--- src/rtl/ecm_map.svh ---
`ifndef ECM_MAP_SVH
`define ECM_MAP_SVH

// EEPROM word byte addresses, one 16-bit word each
`define ECM_EE_SIG   8'h00
`define ECM_EE_VID   8'h02
`define ECM_EE_DID   8'h04
`define ECM_EE_W06   8'h06
`define ECM_EE_SVID  8'h08
`define ECM_EE_SID   8'h0a
`define ECM_EE_W0C   8'h0c
`define ECM_EE_STEP  8'h02

// Configuration byte offsets, per port
`define ECM_OFF_ID   9'h000
`define ECM_OFF_INT  9'h03c
`define ECM_OFF_CDIS 9'h070
`define ECM_OFF_SWM  9'h074
`define ECM_OFF_ORD  9'h08c
`define ECM_OFF_SUB  9'h0b4
`define ECM_OFF_DCAP 9'h0c4
`define ECM_OFF_LCAP 9'h0cc
`define ECM_OFF_LTR  9'h0e4
`define ECM_OFF_EVC  9'h144

// Identifier halves and byte lanes
`define ECM_ID_LO    15:0
`define ECM_ID_HI    31:16
`define ECM_LANE_W   8

// Word 06h sources (E) and register targets (C)
`define ECM_E_VC     0
`define ECM_C_VC     0
`define ECM_E_L0S    3:1
`define ECM_C_L0S    14:12
`define ECM_E_L1     6:4
`define ECM_C_L1     17:15
`define ECM_E_NOEGR  8
`define ECM_C_NOEGR  5
`define ECM_E_NOTAG  9
`define ECM_C_NOTAG  6
`define ECM_E_SAF    10
`define ECM_C_SAF    0
`define ECM_E_CUT    12:11
`define ECM_C_CUT    2:1
`define ECM_E_ARB    13
`define ECM_C_ARB    3
`define ECM_E_CRED   14
`define ECM_C_CRED   4
`define ECM_E_INTA   15
`define ECM_C_INTA   8

// Word 0Ch sources (E) and register targets (C)
`define ECM_E_MPS    1:0
`define ECM_C_MPS    1:0
`define ECM_E_ASPM   3:2
`define ECM_C_ASPM   11:10
`define ECM_E_RBER   4
`define ECM_C_RBER   15
`define ECM_E_MSI    5
`define ECM_C_MSI    14
`define ECM_E_PAR    6
`define ECM_C_PAR    15
`define ECM_E_PM     7
`define ECM_C_PM     13
`define ECM_E_PPNP   8
`define ECM_C_PPNP   5
`define ECM_E_LBN    9
`define ECM_C_LBN    21
`define ECM_E_FRZ    10
`define ECM_C_FRZ    6
`define ECM_E_SOF    11
`define ECM_C_SOF    0
`define ECM_E_SD     12
`define ECM_C_SD     19
`define ECM_E_DSEL   13
`define ECM_C_DSEL   1
`define ECM_E_LTR    14
`define ECM_C_LTR    12
`define ECM_E_B4K    15
`define ECM_C_B4K    3

`endif

--- src/rtl/ecm_pkg.sv ---
package ecm_pkg;

  localparam int ECM_NPORT = 3;
  localparam int ECM_NREG  = 10;

  // Register slots held per port
  typedef enum logic [3:0] {
    ECM_R_ID   = 4'h0,
    ECM_R_INT  = 4'h1,
    ECM_R_CDIS = 4'h2,
    ECM_R_SWM  = 4'h3,
    ECM_R_ORD  = 4'h4,
    ECM_R_SUB  = 4'h5,
    ECM_R_DCAP = 4'h6,
    ECM_R_LCAP = 4'h7,
    ECM_R_LTR  = 4'h8,
    ECM_R_EVC  = 4'h9
  } ecm_reg_t;

  // Loader states
  typedef enum logic [1:0] {
    ECM_ST_IDLE  = 2'b00,
    ECM_ST_FETCH = 2'b01,
    ECM_ST_APPLY = 2'b10,
    ECM_ST_DONE  = 2'b11
  } ecm_state_t;

endpackage

--- src/rtl/ecm_field_map.sv ---
`timescale 1ns/1ps
`include "ecm_map.svh"

module ecm_field_map #(
  parameter int PORT = 0
) (
  // Loaded EEPROM words
  input  wire logic [15:0]                             w06,
  input  wire logic [15:0]                             w0c,
  // Bits to overwrite and their new values
  output logic      [ecm_pkg::ECM_NREG-1:0][31:0]      fmask,
  output logic      [ecm_pkg::ECM_NREG-1:0][31:0]      fval
);

  // Scatter the two words into register fields
  always_comb begin
    fmask = '0;
    fval  = '0;
    fmask[ecm_pkg::ECM_R_EVC][`ECM_C_VC]     = '1;
    fval[ecm_pkg::ECM_R_EVC][`ECM_C_VC]      = w06[`ECM_E_VC];
    fmask[ecm_pkg::ECM_R_LCAP][`ECM_C_L0S]   = '1;
    fval[ecm_pkg::ECM_R_LCAP][`ECM_C_L0S]    = w06[`ECM_E_L0S];
    fmask[ecm_pkg::ECM_R_LCAP][`ECM_C_L1]    = '1;
    fval[ecm_pkg::ECM_R_LCAP][`ECM_C_L1]     = w06[`ECM_E_L1];
    fmask[ecm_pkg::ECM_R_SWM][`ECM_C_NOEGR]  = '1;
    fval[ecm_pkg::ECM_R_SWM][`ECM_C_NOEGR]   = w06[`ECM_E_NOEGR];
    fmask[ecm_pkg::ECM_R_SWM][`ECM_C_NOTAG]  = '1;
    fval[ecm_pkg::ECM_R_SWM][`ECM_C_NOTAG]   = w06[`ECM_E_NOTAG];
    fmask[ecm_pkg::ECM_R_SWM][`ECM_C_SAF]    = '1;
    fval[ecm_pkg::ECM_R_SWM][`ECM_C_SAF]     = w06[`ECM_E_SAF];
    fmask[ecm_pkg::ECM_R_SWM][`ECM_C_CUT]    = '1;
    fval[ecm_pkg::ECM_R_SWM][`ECM_C_CUT]     = w06[`ECM_E_CUT];
    fmask[ecm_pkg::ECM_R_SWM][`ECM_C_ARB]    = '1;
    fval[ecm_pkg::ECM_R_SWM][`ECM_C_ARB]     = w06[`ECM_E_ARB];
    fmask[ecm_pkg::ECM_R_SWM][`ECM_C_CRED]   = '1;
    fval[ecm_pkg::ECM_R_SWM][`ECM_C_CRED]    = w06[`ECM_E_CRED];
    fmask[ecm_pkg::ECM_R_DCAP][`ECM_C_MPS]   = '1;
    fval[ecm_pkg::ECM_R_DCAP][`ECM_C_MPS]    = w0c[`ECM_E_MPS];
    fmask[ecm_pkg::ECM_R_LCAP][`ECM_C_ASPM]  = '1;
    fval[ecm_pkg::ECM_R_LCAP][`ECM_C_ASPM]   = w0c[`ECM_E_ASPM];
    fmask[ecm_pkg::ECM_R_DCAP][`ECM_C_RBER]  = '1;
    fval[ecm_pkg::ECM_R_DCAP][`ECM_C_RBER]   = w0c[`ECM_E_RBER];
    fmask[ecm_pkg::ECM_R_CDIS][`ECM_C_MSI]   = '1;
    fval[ecm_pkg::ECM_R_CDIS][`ECM_C_MSI]    = w0c[`ECM_E_MSI];
    fmask[ecm_pkg::ECM_R_CDIS][`ECM_C_PM]    = '1;
    fval[ecm_pkg::ECM_R_CDIS][`ECM_C_PM]     = w0c[`ECM_E_PM];
    fmask[ecm_pkg::ECM_R_SWM][`ECM_C_PAR]    = '1;
    fval[ecm_pkg::ECM_R_SWM][`ECM_C_PAR]     = w0c[`ECM_E_PAR];
    fmask[ecm_pkg::ECM_R_ORD][`ECM_C_PPNP]   = '1;
    fval[ecm_pkg::ECM_R_ORD][`ECM_C_PPNP]    = w0c[`ECM_E_PPNP];
    fmask[ecm_pkg::ECM_R_ORD][`ECM_C_FRZ]    = '1;
    fval[ecm_pkg::ECM_R_ORD][`ECM_C_FRZ]     = w0c[`ECM_E_FRZ];
    fmask[ecm_pkg::ECM_R_ORD][`ECM_C_SOF]    = '1;
    fval[ecm_pkg::ECM_R_ORD][`ECM_C_SOF]     = w0c[`ECM_E_SOF];
    fmask[ecm_pkg::ECM_R_LCAP][`ECM_C_SD]    = '1;
    fval[ecm_pkg::ECM_R_LCAP][`ECM_C_SD]     = w0c[`ECM_E_SD];
    fmask[ecm_pkg::ECM_R_ORD][`ECM_C_DSEL]   = '1;
    fval[ecm_pkg::ECM_R_ORD][`ECM_C_DSEL]    = w0c[`ECM_E_DSEL];
    fmask[ecm_pkg::ECM_R_LTR][`ECM_C_LTR]    = '1;
    fval[ecm_pkg::ECM_R_LTR][`ECM_C_LTR]     = w0c[`ECM_E_LTR];
    fmask[ecm_pkg::ECM_R_ORD][`ECM_C_B4K]    = '1;
    fval[ecm_pkg::ECM_R_ORD][`ECM_C_B4K]     = w0c[`ECM_E_B4K];
    // Downstream ports only
    if (PORT != 0) begin
      fmask[ecm_pkg::ECM_R_INT][`ECM_C_INTA] = '1;
      fval[ecm_pkg::ECM_R_INT][`ECM_C_INTA]  = w06[`ECM_E_INTA];
      fmask[ecm_pkg::ECM_R_LCAP][`ECM_C_LBN] = '1;
      fval[ecm_pkg::ECM_R_LCAP][`ECM_C_LBN]  = w0c[`ECM_E_LBN];
    end
  end

endmodule // ecm_field_map

--- src/rtl/ecm_loader.sv ---
`timescale 1ns/1ps
`include "ecm_map.svh"

module ecm_loader #(
  parameter logic [15:0]       SIGNATURE   = 16'h5a5a, // Arbitrary value
  parameter int unsigned       ACK_TIMEOUT = 1024,
  parameter logic [ecm_pkg::ECM_NREG-1:0][31:0] REG_DEFAULT = '0
) (
  // Clock and reset
  input  wire logic        clk,
  input  wire logic        rst,
  // EEPROM word read port
  output logic             ee_req,
  output logic [7:0]       ee_addr,
  input  wire logic        ee_ack,
  input  wire logic [15:0] ee_rdata,
  // Load control and status
  input  wire logic        reload,
  output logic             load_busy,
  output logic             load_done,
  output logic             sig_ok,
  output logic             sig_bad,
  output logic             ee_timeout,
  // Configuration access port
  input  wire logic        cfg_rd,
  input  wire logic        cfg_wr,
  input  wire logic [1:0]  cfg_port,
  input  wire logic [8:0]  cfg_offset,
  input  wire logic [3:0]  cfg_be,
  input  wire logic [31:0] cfg_wdata,
  output logic             cfg_ready,
  output logic             cfg_rvalid,
  output logic [31:0]      cfg_rdata,
  output logic             cfg_err,
  // Per-port decoded controls, bit n for port n (cut_through_thr: bits 2n+1:2n)
  output logic [2:0]       store_forward_en,
  output logic [5:0]       cut_through_thr,
  output logic [2:0]       port_arb_mode,
  output logic [2:0]       credit_update_mode,
  output logic [2:0]       msi_cap_disable,
  output logic [2:0]       pm_cap_disable,
  output logic [2:0]       compliance_parity_disable,
  output logic [2:0]       posted_pass_nonposted_enable,
  output logic [2:0]       ordering_frozen,
  output logic [2:0]       tx_sof_latency_mode,
  output logic [2:0]       pm_data_select_writable,
  output logic [2:0]       boundary_4k_check_en,
  output logic [2:0]       ltr_cap_enable
);

  localparam int NP = ecm_pkg::ECM_NPORT;
  localparam int NR = ecm_pkg::ECM_NREG;
  localparam int CW = $clog2(ACK_TIMEOUT + 1);

  // Loader state
  ecm_pkg::ecm_state_t state;
  ecm_pkg::ecm_state_t next_state;
  logic [7:0]          ee_addr_q;
  logic [7:0]          next_addr;
  logic [CW-1:0]       wait_cnt;
  logic [CW-1:0]       next_cnt;
  logic [15:0]         w06;
  logic [15:0]         next_w06;
  logic [15:0]         w0c;
  logic [15:0]         next_w0c;
  logic [15:0]         vid;
  logic [15:0]         next_vid;
  logic [15:0]         did;
  logic [15:0]         next_did;
  logic [15:0]         svid;
  logic [15:0]         next_svid;
  logic [15:0]         sid;
  logic [15:0]         next_sid;
  logic                sig_ok_q;
  logic                next_sig_ok;
  logic                sig_bad_q;
  logic                next_sig_bad;
  logic                tmo_q;
  logic                next_tmo;

  // Register storage
  logic [31:0]         cfg_q    [NP][NR];
  logic [31:0]         next_cfg [NP][NR];
  logic [NR-1:0][31:0] fmask    [NP];
  logic [NR-1:0][31:0] fval     [NP];

  // Read answer
  logic                rvalid_q;
  logic                next_rvalid;
  logic [31:0]         rdata_q;
  logic [31:0]         next_rdata;
  logic                err_q;
  logic                next_err;

  // Access decode
  logic                take_rd;
  logic                take_wr;
  logic [4:0]          rd_dec;
  logic [4:0]          wr_dec;
  logic                port_ok;

  // Offset to slot: hit flag above slot index
  function automatic logic [4:0] reg_decode(input logic [8:0] off);
    case (off)
      `ECM_OFF_ID:   reg_decode = {1'b1, ecm_pkg::ECM_R_ID};
      `ECM_OFF_INT:  reg_decode = {1'b1, ecm_pkg::ECM_R_INT};
      `ECM_OFF_CDIS: reg_decode = {1'b1, ecm_pkg::ECM_R_CDIS};
      `ECM_OFF_SWM:  reg_decode = {1'b1, ecm_pkg::ECM_R_SWM};
      `ECM_OFF_ORD:  reg_decode = {1'b1, ecm_pkg::ECM_R_ORD};
      `ECM_OFF_SUB:  reg_decode = {1'b1, ecm_pkg::ECM_R_SUB};
      `ECM_OFF_DCAP: reg_decode = {1'b1, ecm_pkg::ECM_R_DCAP};
      `ECM_OFF_LCAP: reg_decode = {1'b1, ecm_pkg::ECM_R_LCAP};
      `ECM_OFF_LTR:  reg_decode = {1'b1, ecm_pkg::ECM_R_LTR};
      `ECM_OFF_EVC:  reg_decode = {1'b1, ecm_pkg::ECM_R_EVC};
      default:       reg_decode = '0;
    endcase
  endfunction

  // Slots that software may write
  function automatic logic reg_writable(input logic [3:0] idx);
    reg_writable = (idx == ecm_pkg::ECM_R_CDIS) || (idx == ecm_pkg::ECM_R_SWM) ||
                   (idx == ecm_pkg::ECM_R_ORD)  || (idx == ecm_pkg::ECM_R_LTR);
  endfunction

  // Loader handshake and status
  assign ee_req     = (state == ecm_pkg::ECM_ST_FETCH);
  assign ee_addr    = ee_addr_q;
  assign load_busy  = (state != ecm_pkg::ECM_ST_DONE);
  assign load_done  = (state == ecm_pkg::ECM_ST_DONE);
  assign sig_ok     = sig_ok_q;
  assign sig_bad    = sig_bad_q;
  assign ee_timeout = tmo_q;

  // Loader next state
  always_comb begin
    next_state   = state;
    next_addr    = ee_addr_q;
    next_cnt     = wait_cnt;
    next_w06     = w06;
    next_w0c     = w0c;
    next_vid     = vid;
    next_did     = did;
    next_svid    = svid;
    next_sid     = sid;
    next_sig_ok  = sig_ok_q;
    next_sig_bad = sig_bad_q;
    next_tmo     = tmo_q;
    unique case (state)
      ecm_pkg::ECM_ST_IDLE: begin
        next_state = ecm_pkg::ECM_ST_FETCH;
        next_addr  = `ECM_EE_SIG;
        next_cnt   = '0;
      end
      ecm_pkg::ECM_ST_FETCH: begin
        if (ee_ack) begin
          next_cnt = '0;
          // Capture word by its address
          case (ee_addr_q)
            `ECM_EE_SIG: begin
              next_sig_ok  = (ee_rdata == SIGNATURE);
              next_sig_bad = (ee_rdata != SIGNATURE);
            end
            `ECM_EE_VID:  next_vid  = ee_rdata;
            `ECM_EE_DID:  next_did  = ee_rdata;
            `ECM_EE_W06:  next_w06  = ee_rdata;
            `ECM_EE_SVID: next_svid = ee_rdata;
            `ECM_EE_SID:  next_sid  = ee_rdata;
            `ECM_EE_W0C:  next_w0c  = ee_rdata;
            default:      next_cnt  = '0;
          endcase
          // Mismatch stops the load with storage left unchanged
          if ((ee_addr_q == `ECM_EE_SIG) && (ee_rdata != SIGNATURE)) begin
            next_state = ecm_pkg::ECM_ST_DONE;
          end else if (ee_addr_q == `ECM_EE_W0C) begin
            next_state = ecm_pkg::ECM_ST_APPLY;
          end else begin
            next_addr = ee_addr_q + `ECM_EE_STEP;
          end
        end else if (wait_cnt == CW'(ACK_TIMEOUT - 1)) begin
          next_tmo   = 1'b1;
          next_state = ecm_pkg::ECM_ST_DONE;
        end else begin
          next_cnt = wait_cnt + 1'b1;
        end
      end
      ecm_pkg::ECM_ST_APPLY: begin
        next_state = ecm_pkg::ECM_ST_DONE;
      end
      ecm_pkg::ECM_ST_DONE: begin
        if (reload) begin
          next_state   = ecm_pkg::ECM_ST_FETCH;
          next_addr    = `ECM_EE_SIG;
          next_cnt     = '0;
          next_sig_ok  = 1'b0;
          next_sig_bad = 1'b0;
          next_tmo     = 1'b0;
        end
      end
    endcase
  end

  // Loader registers
  always_ff @(posedge clk or posedge rst) begin
    if (rst) begin
      state     <= ecm_pkg::ECM_ST_IDLE;
      ee_addr_q <= `ECM_EE_SIG;
      wait_cnt  <= '0;
      w06       <= '0;
      w0c       <= '0;
      vid       <= '0;
      did       <= '0;
      svid      <= '0;
      sid       <= '0;
      sig_ok_q  <= 1'b0;
      sig_bad_q <= 1'b0;
      tmo_q     <= 1'b0;
    end else begin
      state     <= next_state;
      ee_addr_q <= next_addr;
      wait_cnt  <= next_cnt;
      w06       <= next_w06;
      w0c       <= next_w0c;
      vid       <= next_vid;
      did       <= next_did;
      svid      <= next_svid;
      sid       <= next_sid;
      sig_ok_q  <= next_sig_ok;
      sig_bad_q <= next_sig_bad;
      tmo_q     <= next_tmo;
    end
  end

  // Field scatter per port
  generate
    for (genvar g = 0; g < NP; g++) begin : g_map
      ecm_field_map #(
        .PORT (g)
      ) u_map (
        .w06   (w06),
        .w0c   (w0c),
        .fmask (fmask[g]),
        .fval  (fval[g])
      );
    end
  endgenerate

  // Access is offered only once loading is over
  assign cfg_ready = (state == ecm_pkg::ECM_ST_DONE);
  assign take_rd   = cfg_ready && cfg_rd;
  assign take_wr   = cfg_ready && cfg_wr && !cfg_rd;
  assign port_ok   = (cfg_port < 2'(NP));
  assign rd_dec    = reg_decode(cfg_offset);
  assign wr_dec    = reg_decode(cfg_offset);

  // Storage next value: load merge, then software writes
  always_comb begin
    next_cfg = cfg_q;
    if (state == ecm_pkg::ECM_ST_APPLY) begin
      for (int p = 0; p < NP; p++) begin
        for (int r = 0; r < NR; r++) begin
          next_cfg[p][r] = (cfg_q[p][r] & ~fmask[p][r]) |
                           (fval[p][r] & fmask[p][r]);
        end
        next_cfg[p][ecm_pkg::ECM_R_ID]  = {did, vid};
        next_cfg[p][ecm_pkg::ECM_R_SUB] = {sid, svid};
      end
    end
    if (take_wr && port_ok && wr_dec[4] && reg_writable(wr_dec[3:0])) begin
      for (int b = 0; b < 4; b++) begin
        if (cfg_be[b]) begin
          next_cfg[cfg_port][wr_dec[3:0]][b*`ECM_LANE_W +: `ECM_LANE_W] =
            cfg_wdata[b*`ECM_LANE_W +: `ECM_LANE_W];
        end
      end
    end
  end

  // Storage registers
  always_ff @(posedge clk or posedge rst) begin
    if (rst) begin
      for (int p = 0; p < NP; p++) begin
        for (int r = 0; r < NR; r++) begin
          cfg_q[p][r] <= REG_DEFAULT[r];
        end
      end
    end else begin
      cfg_q <= next_cfg;
    end
  end

  // Read answer and error next value
  always_comb begin
    next_rvalid = take_rd;
    next_rdata  = '0;
    next_err    = 1'b0;
    if (take_rd) begin
      if (port_ok && rd_dec[4]) begin
        next_rdata = cfg_q[cfg_port][rd_dec[3:0]];
      end else begin
        next_err = 1'b1;
      end
    end else if (take_wr) begin
      next_err = !(port_ok && wr_dec[4] && reg_writable(wr_dec[3:0]));
    end
  end

  // Read answer registers
  always_ff @(posedge clk or posedge rst) begin
    if (rst) begin
      rvalid_q <= 1'b0;
      rdata_q  <= '0;
      err_q    <= 1'b0;
    end else begin
      rvalid_q <= next_rvalid;
      rdata_q  <= next_rdata;
      err_q    <= next_err;
    end
  end

  assign cfg_rvalid = rvalid_q;
  assign cfg_rdata  = rdata_q;
  assign cfg_err    = err_q;

  // Decoded per-port controls straight from storage
  generate
    for (genvar g = 0; g < NP; g++) begin : g_out
      assign store_forward_en[g]   = cfg_q[g][ecm_pkg::ECM_R_SWM][`ECM_C_SAF];
      assign cut_through_thr[2*g +: 2] = cfg_q[g][ecm_pkg::ECM_R_SWM][`ECM_C_CUT];
      assign port_arb_mode[g]      = cfg_q[g][ecm_pkg::ECM_R_SWM][`ECM_C_ARB];
      assign credit_update_mode[g] = cfg_q[g][ecm_pkg::ECM_R_SWM][`ECM_C_CRED];
      assign msi_cap_disable[g]    = cfg_q[g][ecm_pkg::ECM_R_CDIS][`ECM_C_MSI];
      assign pm_cap_disable[g]     = cfg_q[g][ecm_pkg::ECM_R_CDIS][`ECM_C_PM];
      assign compliance_parity_disable[g] =
        cfg_q[g][ecm_pkg::ECM_R_SWM][`ECM_C_PAR];
      assign posted_pass_nonposted_enable[g] =
        cfg_q[g][ecm_pkg::ECM_R_ORD][`ECM_C_PPNP];
      assign ordering_frozen[g]    = cfg_q[g][ecm_pkg::ECM_R_ORD][`ECM_C_FRZ];
      assign tx_sof_latency_mode[g] = cfg_q[g][ecm_pkg::ECM_R_ORD][`ECM_C_SOF];
      assign pm_data_select_writable[g] =
        cfg_q[g][ecm_pkg::ECM_R_ORD][`ECM_C_DSEL];
      assign boundary_4k_check_en[g] = cfg_q[g][ecm_pkg::ECM_R_ORD][`ECM_C_B4K];
      assign ltr_cap_enable[g]     = cfg_q[g][ecm_pkg::ECM_R_LTR][`ECM_C_LTR];
    end
  endgenerate

endmodule // ecm_loader

--- config.mk ---
export PLATFORM = sky130hd
export DESIGN_NAME = ecm_loader
export DESIGN_NICKNAME = d
export VERILOG_FILES = /design/src/rtl/ecm_pkg.sv /design/src/rtl/ecm_field_map.sv /design/src/rtl/ecm_loader.sv
export VERILOG_INCLUDE_DIRS = /design/src /design/src/rtl
export SDC_FILE = /design/constraint.sdc
export NUM_CORES = 2
export LEC_CHECK = 0
export BUFFER_PORTS_ARGS = -buffer_cell sky130_fd_sc_hd__buf_2
export CAP_MARGIN = 20
export CORE_MARGIN = 2
export CORE_UTILIZATION = 59
export DETAILED_ROUTE_END_ITERATION = 10
export PLACE_DENSITY = 0.76
export SYNTH_ARGS = -nofsm -noshare
export SYNTH_HDL_FRONTEND = slang
export SYNTH_SLANG_ARGS = --single-unit
--- constraint.sdc ---
create_clock -name clk -period 36.2 [get_ports clk]
set_clock_uncertainty 0.1 [all_clocks]
set_input_delay 1.81 -clock clk [delete_from_list [all_inputs] [get_ports clk]]
set_output_delay 1.81 -clock clk [all_outputs]
set_load 0.005 [all_outputs]
==> flow_summary.toml <==
[run_status]
outcome = "finished clean"

[worst_hold_path]
hp-start = "cfg_q[744]"
min-delay-path-class = "flop to flop"
whs_path_depth = 0
hold_end = "cfg_q[744]"

[drt]
detail_route.vias_per_cell = 6.26
dr.max_layer_used = "met5"
wl_met1_mm = 56.2
route.met3.wl_mm = 13.5
wire_per_inst_microns = 26.4
detail-route-antenna-nets = 0
drcViolationCount = 0
met2_length_mm = 60.3
vias = 32350
drt_iter0_drc = 3813
first_pass_iters = 6
wirelength_mm = 136

[sta]
post-route-period-util = 0.150
min_period_ns = 5.43
fmax_mhz = 184
tightest_slew_ns = 1.16
max_slew_margin = 0.206
hold_viol = 0
fin_ws_ns = 30.77
fin_setup_tns_ns = 0
drv_slew = 0
finalSetupViolCount = 0
rsz0062_at_grt = "no"

[yosys]
yosysMostFrequentCell = "dfrtp_1"
syn_inst = 4312
ys_top_cells_by_area = "dfrtp_1 (57%), mux2_2 (10%), mux2i_1 (7.2%)"
synth_top_area_frac = 0.573
synth_edf_count = 0
synth_area_sq_um = 48500
synthTopCellsByCount = "dfrtp_1 (1112), clkbuf_1 (501), mux2_2 (433)"
syn_area_per_cell_sq_um = 11.3
synth-async-reset-ratio = 1.00
synth_top_area_cell = "dfrtp_1"
synth_ff_type = "dfrtp_1"
ys_types = 80
seq_area_frac_synth = 0.573
ys_seq_elements = 1112
syn-num-nets = 4386
yosysWarnings = 0

[critical_path]
startpoint_type = "input pin"
r2r_slack_ns = 32.42
worstRegToRegCells = 6
critPathKind = "input pin to flop"
crit_required_ns = 36.66
worstReg2RegEnd = "msi_cap_disable[1]"
cpPeakStageDelay_ns = 0.88
end_kind = "flop"
slowest_stage = "buf_4"
cpMostUsedCell = "buf_4"
crit_arrival_ns = 5.89
path_cells = "buf_8 -> buf_4 -> buf_4 -> mux2i_1 -> o21ai_0 -> o31ai_1 -> a21oi_1 -> nand3_1 -> nor3_1"
crit_fanout = 57
reg2reg_from = "state[0]"

[placement]
gp_congestion = 0.894
io_buffers = 158
place_ws_ns = 30.16
hpwl_mm = 87.3

[finish]
drive_above_1_share = 0.223
area_growth_pct = 7.55
fin_nets = 4074
fin_util = 0.639

[power_and_ir_drop]
finalPower_w = 0.00258
vdd_drop_max_uv = 46.2
powerDensity_nw_per_um2 = 49.5
leakage_nw = 25.0

[clocking]
post_cts_buffers = 0
holdBufCountCts = 0
post_cts_resized = 0
cts_tree = "done"
root_buffer = "clkbuf_16"
path_clk_slew_ns = 0.07
clk_path_buf_depth = 3
clock_latency_ns = 0.69
cts_sinks = 1112
cts_made_buffers = 110
cts_htree_levels = 3

[floorplan]
num_rows = 105
core_sq_um = 81700
initial_utilization = 0.594
die_y_microns = 291
dieArea_sq_um = 84600
die_width_microns = 291
ios = 160

[grt]
grt_max_degree = 190
track_usage = 0.323
grt_pass1_wl_mm = 206
antenna_found_initial = 12
gr-total-overflow = 0
grt_pass1_vias = 32128

[flow_run]
maxCapViolCount = 0
[layer usage]
metal | track usage | up-vias
met2 | 0.478 | 1657
met5 | 0.0125 | -
met4 | 0.134 | 4
li1 | - | 13992
met3 | 0.0797 | 344
met1 | 0.458 | 16353
[placed cells by master, fill, tap and decap left out, types with 5 or more instances in the layout]
| cell type | Yosys | final |
|---|---|---|
| nand2b_1 | 20 | 20 |
| a2111oi_0 | 18 | 18 |
| nor2b_1 | 10 | 9 |
| xor2_1 | 12 | 12 |
| nand3_2 | 11 | 11 |
| o31ai_1 | 5 | 5 |
| clkbuf_8 | 0 | 26 |
| o2111ai_1 | 23 | 23 |
| a2111oi_2 | 9 | 9 |
| clkbuf_16 | 0 | 113 |
| nor2_1 | 223 | 217 |
| clkbuf_1 | 501 | 29 |
| a211oi_1 | 68 | 68 |
| a31oi_1 | 53 | 53 |
| and2_1 | 13 | 12 |
| o221ai_1 | 43 | 43 |
| buf_4 | 57 | 53 |
| nand2_2 | 24 | 26 |
| a221oi_1 | 8 | 8 |
| dfrtp_1 | 1112 | 1112 |
| inv_1 | 245 | 244 |
| or2_2 | 5 | 5 |
| a21oi_1 | 126 | 126 |
| diode_2 | 0 | 6 |
| clkinv_2 | 0 | 22 |
| o21ai_0 | 331 | 331 |
| bufinv_16 | 0 | 6 |
| nand3_1 | 26 | 26 |
| nand2_1 | 276 | 274 |
| nand4_1 | 16 | 16 |
| buf_2 | 68 | 156 |
| nor4_1 | 7 | 7 |
| nor2_2 | 1 | 6 |
| o211ai_1 | 89 | 89 |
| o22ai_1 | 26 | 26 |
| a311oi_1 | 8 | 8 |
| mux2_2 | 433 | 433 |
| mux2i_1 | 347 | 347 |
| nor3_1 | 15 | 13 |
[state kept, by name, summed over array words and instances (netlist names), 6 cells and up]
register,flops
svid,16
wait_cnt,11
did,16
w06,15
cfg_rdata,32
vid,16
ee_addr,7
cfg_q,918
w0c,16
sid,16
cut_through_thr,6
[kinds of logic (layout without fill, tap and decap cells)]
family	after synthesis	count (layout)	synth area share
and+or+nand+nor	684	684	0.0665
buffers and inverters	886	665	0.0758
xor gates and xnor gates	13	13	0.00235
muxes	783	783	0.173
AOI/OAI and AO/OA	828	828	0.108
adders and majority gates	5	5	0.00129
DFF	1112	1112	0.573
other	1	7	0.0000773
[power by group]
part / internal (W) / switching (W)
sequential: 0.00125 / 0.00000425
clock: 0.000668 / 0.000490
combinational: 0.0000395 / 0.000135
[layout make-up]
class | instances | area, sq um
Clock inverter | 35 | 358
Antenna cell | 6 | 15.0
Multi-Input combinational cell | 2314 | 17100
Tap cell | 1070 | 1340
Fill cell | 6122 | 29500
Timing Repair Buffer | 217 | 1340
Sequential cell | 1112 | 27800
Clock buffer | 168 | 3290
Inverter | 245 | 927
[worst max-delay path by stage]
stage                 from                      end  slack (ns)  cells after the start
6_report       cfg_port[0]             cfg_rdata[7]       30.77                      9
5_1_grt        cfg_port[1]             cfg_rdata[7]       30.65                     10
4_1_cts        cfg_port[0]             cfg_rdata[7]       30.86                      9
3_5_place_dp   cfg_port[0]             cfg_rdata[7]       30.16                      9
3_3_place_gp   cfg_port[0]             cfg_rdata[7]       30.10                      9
2_1_floorplan          rst  boundary_4k_check_en[0]        2.98                      1
[critical path: cells and delay by family]
kind / cells / cell delay [ns]
compound gates: 3 / 1.32
buf+inv: 3 / 2.11
mux: 1 / 0.27
simple gates: 2 / 0.26
[through the flow]
step	instance area [sq um]	instances	hold WS [ns]
detailed placement	48500	4955	0.258
floorplan	48500	4312	0.321
CTS	52100	5158	0.272
global placement	48500	4955	0.257
finish	52200	5167	0.273
global route	52200	5161	0.283
Power figures use the tool's default switching activity.
